### src/rtl/slq_pkg.sv
// shared types and constants of the status lamp sequencer
package slq_pkg;

	// ***********************************************
	// timing
	// ***********************************************
	localparam int CLOCK_HZ = 40_000_000;
	localparam int CYC_PER_MS = CLOCK_HZ / 1000;
	localparam int RAPID_OFF_MS = 200;   // 0.2 sec unlit
	localparam int SLOW_OFF_MS = 1000;   // 1 sec unlit
	localparam int VSLOW_OFF_MS = 2000;  // 2 sec unlit
	localparam int RAPID_CYC = RAPID_OFF_MS * CYC_PER_MS;
	localparam int SLOW_CYC = SLOW_OFF_MS * CYC_PER_MS;
	localparam int VSLOW_CYC = VSLOW_OFF_MS * CYC_PER_MS;
	localparam int MIN_HALF_CYC = 2;

	// ***********************************************
	// reset values
	// ***********************************************
	localparam logic LAMP_RST = 1'h0;
	localparam logic PHASE_RST = 1'h0;

	// ***********************************************
	// status inputs and display modes
	// ***********************************************
	typedef struct packed {
		logic fw_updating;      // firmware update in progress
		logic fault;            // update or config read failed, other exception
		logic locate_request;   // host locate function running
		logic cable_connected;  // host data cable detected
		logic device_ready;     // device ready for acquisition
		logic acq_running;      // images being acquired
		logic acq_ext_trig;     // acquisition under external triggering
		logic link_superspeed;  // link at the USB 3.0 rated speed
	} slq_cond_t;

	typedef enum logic [3:0] {
		MODE_OFF,
		MODE_FW_ALT,
		MODE_FAULT,
		MODE_LOCATE,
		MODE_UNPLUG,
		MODE_IDLE,
		MODE_RAPID,
		MODE_SLOW,
		MODE_VSLOW
	} slq_mode_t;

endpackage

### src/rtl/slq_status_lamp.sv
// status lamp sequencer: maps device status to red and blue lamp patterns
`timescale 1ns/1ps
module slq_status_lamp
	import slq_pkg::*;
#(
	parameter int RAPID_HALF = RAPID_CYC,
	parameter int SLOW_HALF = SLOW_CYC,
	parameter int VSLOW_HALF = VSLOW_CYC
) (
	input wire logic CLOCK,
	input wire logic RST,
	input wire logic CE,
	input wire slq_cond_t STATUS,
	output logic LAMP_RED,
	output logic LAMP_BLUE,
	output slq_mode_t MODE
);
	typedef struct packed {
		slq_mode_t mode;
		logic red;
		logic blue;
	} slq_state_t;

	slq_state_t st;
	slq_state_t next_st;
	logic rapid_ph;
	logic slow_ph;
	logic vslow_ph;
	logic hi_fw;
	logic hi_fault;
	logic hi_loc;
	logic hi_unplug;
	// connected-level qualifier hi_conn, then exclusive qualifiers for the lower levels, one per displayed mode, read by the checks
	logic hi_conn;
	logic hi_ext;
	logic hi_rapid;
	logic hi_slow;
	logic hi_idle;
	logic hi_off;

	// ***********************************************
	// elaboration check
	// ***********************************************
	if (RAPID_HALF >= SLOW_HALF || SLOW_HALF >= VSLOW_HALF) begin : g_bad
		$error("flash rates must run rapid, slow, very slow");
	end

	// ***********************************************
	// flash phase generators
	// ***********************************************
	// the three timers free-run from reset, so a pattern entered mid-period starts at
	// the current phase and its first dark interval may be short; they share CE so
	// that update alternation and the very slow red stay in step with each other
	slq_flash_timer #(.HALF_CYCLES(RAPID_HALF)) u_rapid (
		.clock(CLOCK),
		.rst(RST),
		.ce(CE),
		.phase(rapid_ph)
	);
	slq_flash_timer #(.HALF_CYCLES(SLOW_HALF)) u_slow (
		.clock(CLOCK),
		.rst(RST),
		.ce(CE),
		.phase(slow_ph)
	);
	slq_flash_timer #(.HALF_CYCLES(VSLOW_HALF)) u_vslow (
		.clock(CLOCK),
		.rst(RST),
		.ce(CE),
		.phase(vslow_ph)
	);

	// priority qualifiers, each true only when no higher condition holds
	assign hi_fw = STATUS.fw_updating;
	assign hi_fault = !hi_fw && STATUS.fault;
	assign hi_loc = !hi_fw && !STATUS.fault && STATUS.locate_request;
	assign hi_unplug = !hi_fw && !STATUS.fault && !STATUS.locate_request
		&& !STATUS.cable_connected;

	// connected with nothing above it; acquisition, idle and off split this level
	assign hi_conn = !hi_fw && !STATUS.fault && !STATUS.locate_request
		&& STATUS.cable_connected;
	assign hi_ext = hi_conn && STATUS.acq_running && STATUS.acq_ext_trig;
	assign hi_rapid = hi_conn && STATUS.acq_running && !STATUS.acq_ext_trig
		&& STATUS.link_superspeed;
	assign hi_slow = hi_conn && STATUS.acq_running && !STATUS.acq_ext_trig
		&& !STATUS.link_superspeed;
	assign hi_idle = hi_conn && !STATUS.acq_running && STATUS.device_ready;
	assign hi_off = hi_conn && !STATUS.acq_running && !STATUS.device_ready;

	// ***********************************************
	// mode selection and lamp drive
	// ***********************************************
	always_comb begin
		next_st = st;
		if (STATUS.fw_updating) begin
			next_st.mode = MODE_FW_ALT;
		end else if (STATUS.fault) begin
			next_st.mode = MODE_FAULT;
		end else if (STATUS.locate_request) begin
			next_st.mode = MODE_LOCATE;
		end else if (!STATUS.cable_connected) begin
			next_st.mode = MODE_UNPLUG;
		end else if (STATUS.acq_running && STATUS.acq_ext_trig) begin
			next_st.mode = MODE_VSLOW;
		end else if (STATUS.acq_running && STATUS.link_superspeed) begin
			next_st.mode = MODE_RAPID;
		end else if (STATUS.acq_running) begin
			next_st.mode = MODE_SLOW;
		end else if (STATUS.device_ready) begin
			next_st.mode = MODE_IDLE;
		end else begin
			next_st.mode = MODE_OFF; // connected but not ready yet
		end
		// lamps default dark; the case lights only what the mode calls for
		next_st.red = LAMP_RST;
		next_st.blue = LAMP_RST;
		unique case (next_st.mode)
			MODE_FW_ALT: begin
				next_st.red = slow_ph;
				next_st.blue = ~slow_ph;
			end
			MODE_FAULT: next_st.red = 1'h1;
			MODE_LOCATE: next_st.red = 1'h1;
			MODE_UNPLUG: next_st.red = vslow_ph;
			MODE_IDLE: next_st.blue = 1'h1;
			MODE_RAPID: next_st.blue = rapid_ph;
			MODE_SLOW: next_st.blue = slow_ph;
			MODE_VSLOW: next_st.blue = vslow_ph;
			MODE_OFF: ;
		endcase
	end

	// state register, frozen while CE is low
	always_ff @(posedge CLOCK or posedge RST) begin
		if (RST) begin
			st <= '{mode: MODE_OFF, red: LAMP_RST, blue: LAMP_RST};
		end else if (CE) begin
			st <= next_st;
		end
	end

	assign LAMP_RED = st.red;
	assign LAMP_BLUE = st.blue;
	assign MODE = st.mode;
endmodule

### src/rtl/slq_flash_timer.sv
// square wave phase generator with equal lit and unlit halves
`timescale 1ns/1ps
module slq_flash_timer
	import slq_pkg::*;
#(
	parameter int HALF_CYCLES = RAPID_CYC
) (
	input wire logic clock,
	input wire logic rst,
	input wire logic ce,
	output logic phase
);
	localparam int CW = $clog2(HALF_CYCLES);
	localparam logic [CW-1:0] LAST = CW'(HALF_CYCLES - 1);

	typedef struct packed {
		logic [CW-1:0] cnt;
		logic phase;
	} slq_tmr_t;

	slq_tmr_t st;
	slq_tmr_t next_st;

	// ***********************************************
	// elaboration check
	// ***********************************************
	if (HALF_CYCLES < MIN_HALF_CYC) begin : g_bad
		$error("half period too short");
	end

	// count cycles and flip the phase every half period
	always_comb begin
		next_st = st;
		if (st.cnt == LAST) begin
			next_st.cnt = '0;
			next_st.phase = ~st.phase;
		end else begin
			next_st.cnt = st.cnt + 1'h1;
		end
	end

	// state register, frozen while ce is low
	always_ff @(posedge clock or posedge rst) begin
		if (rst) begin
			st <= '{cnt: '0, phase: PHASE_RST};
		end else if (ce) begin
			st <= next_st;
		end
	end

	assign phase = st.phase;
endmodule

### config.mk
export PLATFORM = sky130hd
export DESIGN_NAME = slq_status_lamp
export DESIGN_NICKNAME = d
export VERILOG_FILES = /design/src/rtl/slq_pkg.sv /design/src/rtl/slq_status_lamp.sv /design/src/rtl/slq_flash_timer.sv
export SDC_FILE = /design/constraint.sdc
export NUM_CORES = 1
export LEC_CHECK = 0
export BUFFER_PORTS_ARGS = -buffer_cell sky130_fd_sc_hd__buf_2
export CAP_MARGIN = 0
export CORE_MARGIN = 5
export CORE_UTILIZATION = 50
export CTS_CLUSTER_DIAMETER = 60
export DETAILED_ROUTE_END_ITERATION = 7
export MAX_ROUTING_LAYER = met4
export PLACE_DENSITY = 0.75
export SYNTH_ARGS = -nofsm -noshare
export SYNTH_HDL_FRONTEND = slang
export SYNTH_SLANG_ARGS = --single-unit
### constraint.sdc
create_clock -name CLOCK -period 3.2 [get_ports CLOCK]
set_clock_uncertainty 0.2 [all_clocks]
set_input_delay 0.64 -clock CLOCK [delete_from_list [all_inputs] [get_ports CLOCK]]
set_output_delay 0.64 -clock CLOCK [all_outputs]
set_load 0.02 [all_outputs]
==> impl_metrics.toml <==
[placed_design]
placed_area_mm2 = 0.00434
globalplace.congestion = 0.858
port_buffers = 16
detailed_place_hpwl_um = 5160
post-place-cells = 530

[status]
run_status = "finished, final reports clean"

[floorplanning]
floorplan.rows = 33
die_w_um = 101
die_h_um = 101
floorplan.core_area_mm2 = 0.00813
pin_count = 17
initial_utilization_pct = 50.8
die-area_mm2 = 0.0102

[setup_path]
critical-path-slowest-cell = "sky130_fd_sc_hd__or4_4"
worst_path_arrival_time_ns = 2.36
critPathMaxFanout = 12
worst_r2r_endpoint = "u_slow.phase"
critPathLaunchType = "flip-flop"
worstSetupEndpointType = "flip-flop"
r2r_setup_slack_ns = 0.92
cp.required_ns = 3.28
worst-setup-path-type = "reg2reg"
worst_r2r_startpoint = "u_slow.st[14]"
cp_cell_sequence = "or4_1, or4_4, nor2_4, xnor2_1"
rr_worst_depth = 4
critPathMaxStageDelay_ns = 0.56

[clock_tree]
clk_transition_reported_paths_ns = 0.09
tritoncts_num_sinks = 85
post_cts_buffers = 0
cts-root-to-sink-buffers = 2
number_of_gates_resized_after_cts = 0
clock-root-buffer = "sky130_fd_sc_hd__clkbuf_8"
cts_buffers = 9
cts_tree = "built"
clock_latency_ns = 0.35
cts_hold_buf = 0
ctsHtreeMaxLevel = 3

[power]
power_per_standard_cell_area_mw_per_mm2 = 556
ir_worst_vdd_uv = 471
fin_total_pwr_mw = 2.53
static-leakage-power_nw = 2.07

[cells_and_area]
mostFrequentLayoutCell = "sky130_fd_sc_hd__dfrtp_1"
layout.cells.non_filler = 546
fill_cells = 675
postLayoutCellArea_mm2 = 0.00455
layout-area-overhead-vs-synth_pct = 10.0
final_nets = 450
top_library_cells_by_usage_in_the_layout_fill_and_taps_aside = "85 x sky130_fd_sc_hd__dfrtp_1, 56 x sky130_fd_sc_hd__nor2_1, 37 x sky130_fd_sc_hd__nand2_1"
n_antenna_cell = 0
final_layout_size_suffix_gt1_share_pct = 11.8

[global_routing]
largest_net_degree_at_the_start_of_global_routing = 39
grt_pass1_vias = 2969
antenna_found_initial = 0
groute.usage.overall_pct = 16.4
grt_first_pass_wirelength_um = 13100
globalRouteOverflowTotal = 0

[sta]
timing_hold_violations_final = 0
final-setup-viol-count = 0
maxSlewHeadroom_pct = 45.5
tightest_slew_ns = 0.810
period_share_pct = 71.2
slew_viol_final = 0
clock.fmax_ghz = 0.439
timing.final.crit_period_ns = 2.28
setup_total_negative_slack_ns = 0
unrepaired_setup_endpoints_after_global_routing = "false"

[detailed_routing]
detailroute.via_count = 2976
drt_first_pass_iters = 5
wl_per_cell_um = 13.4
drt_first_iter_violations = 118
detail_route.vias_per_cell = 5.45
detail_route.drc_violations = 0
drt.antenna.violating_nets = 0
drt-total-wl_um = 7330

[worst_hold_path]
worst_hold_path_type = "in2async"

[synth]
synthesis.area_mm2 = 0.00414
ys_ff_latch = 85
mapped_avg_cell_area_um2 = 10.0
synth_cells = 412
number_of_warnings_reported_in_the_yosys_synthesis_log = 0
synth_sequential_area_ratio_pct = 51.4
synth.net_count = 426
synth_cell_type_count = 44

[flow_run]
maxCapViolCount = 0
## state kept, by name, summed over array words and instances (netlist names)
| register | cells |
|---|---|
| u_vslow.st | 27 |
| u_rapid.phase | 1 |
| u_rapid.st | 23 |
| u_slow.st | 26 |
| MODE | 4 |
| LAMP_BLUE | 1 |
| LAMP_RED | 1 |
| u_slow.phase | 1 |
| u_vslow.phase | 1 |
## critical path, delay by kind of cell, from the launching register on
family	cells	cell delay, ns
xor+xnor	1	0.16
simple gates	3	1.41
flops	1	0.44
## cell usage after synthesis (all sizes together)
cell	instances	area [um^2]
a21oi	4	20.0
a311oi	2	17.5
a31oi	5	31.3
a32o	1	10.0
and3	12	76.3
and4	9	80.1
buf	4	28.8
clkbuf	5	28.8
dfrtp	85	2130
ha	3	37.5
inv	12	45.0
mux2	3	33.8
mux2i	3	30.0
nand2	37	139
nand2b	3	18.8
nand3	32	160
nand4	22	138
nor2	58	228
nor2b	2	12.5
nor3	14	75.1
nor4	6	43.8
nor4b	3	26.3
o211ai	1	7.51
o21a	1	7.51
o21ai	3	15.0
o21bai	1	7.51
o22ai	2	12.5
o311ai	1	8.76
or2	2	12.5
or3	4	25.0
or3b	1	8.76
or4	2	18.8
xnor2	36	315
xor2	33	289
## worst max-delay path by stage
stage / startpoint / end / slack [ns] / cells past startpoint
after detailed placement: CE / u_vslow.st[23] / 0.61 / 6
after CTS: u_slow.st[14] / u_slow.phase / 0.90 / 4
after global placement: CE / u_vslow.st[23] / 0.65 / 6
after floorplan: RST / LAMP_BLUE / 0.17 / 1
after global routing: u_vslow.st[1] / u_vslow.st[23] / 0.78 / 6
final: u_slow.st[14] / u_slow.phase / 0.92 / 4
## cell type report
type | instances | area [um^2] | share of cell area, %
Timing Repair Buffer | 22 | 125 | 2.75
Sequential cell | 85 | 2130 | 46.8
Clock buffer | 9 | 124 | 2.72
Inverter | 12 | 46.3 | 1.02
Tap cell | 105 | 131 | 2.89
Multi-Input combinational cell | 306 | 1910 | 41.9
Clock inverter | 7 | 90.1 | 1.98
## per-layer routing
layer / GRT usage (%) / part of all wire, % / vias up
met5: - / 0 / -
met4: 6.75 / 1.3 / 0
met3: 3.67 / 4.2 / 9
met2: 24.8 / 47 / 56
met1: 21.4 / 48 / 1435
li1: - / - / 1476
## per-stage QoR
stage	utilization, %	setup WS (ns)	hold WS [ns]
6_report	55.9	0.922	0.145
5_1_grt	55.9	0.784	0.210
4_1_cts	55.9	0.905	0.175
3_5_place_dp	53.3	0.614	0.256
3_3_place_gp	53.3	0.647	0.254
2_1_floorplan	-	0.167	0.233
## logic make-up (layout without fill, tap and decap cells)
family | Yosys count | after routing | synth area share (%)
AND/OR/NAND/NOR | 207 | 207 | 25.7
flip-flops | 85 | 85 | 51.4
XOR/XNOR | 69 | 69 | 14.6
AO/OA/AOI/OAI | 21 | 21 | 3.33
buffers and inverters | 21 | 50 | 2.48
multiplexers | 6 | 6 | 1.54
adder cells (fa/ha/maj) | 3 | 3 | 0.908
## report_power, final
part	switching [mW]	internal [mW]	total (mW)
clock network	0.376	0.435	0.812
registers	0.158	1.21	1.37
logic	0.182	0.164	0.347
No activity file was read; power rests on OpenSTA's default activity.
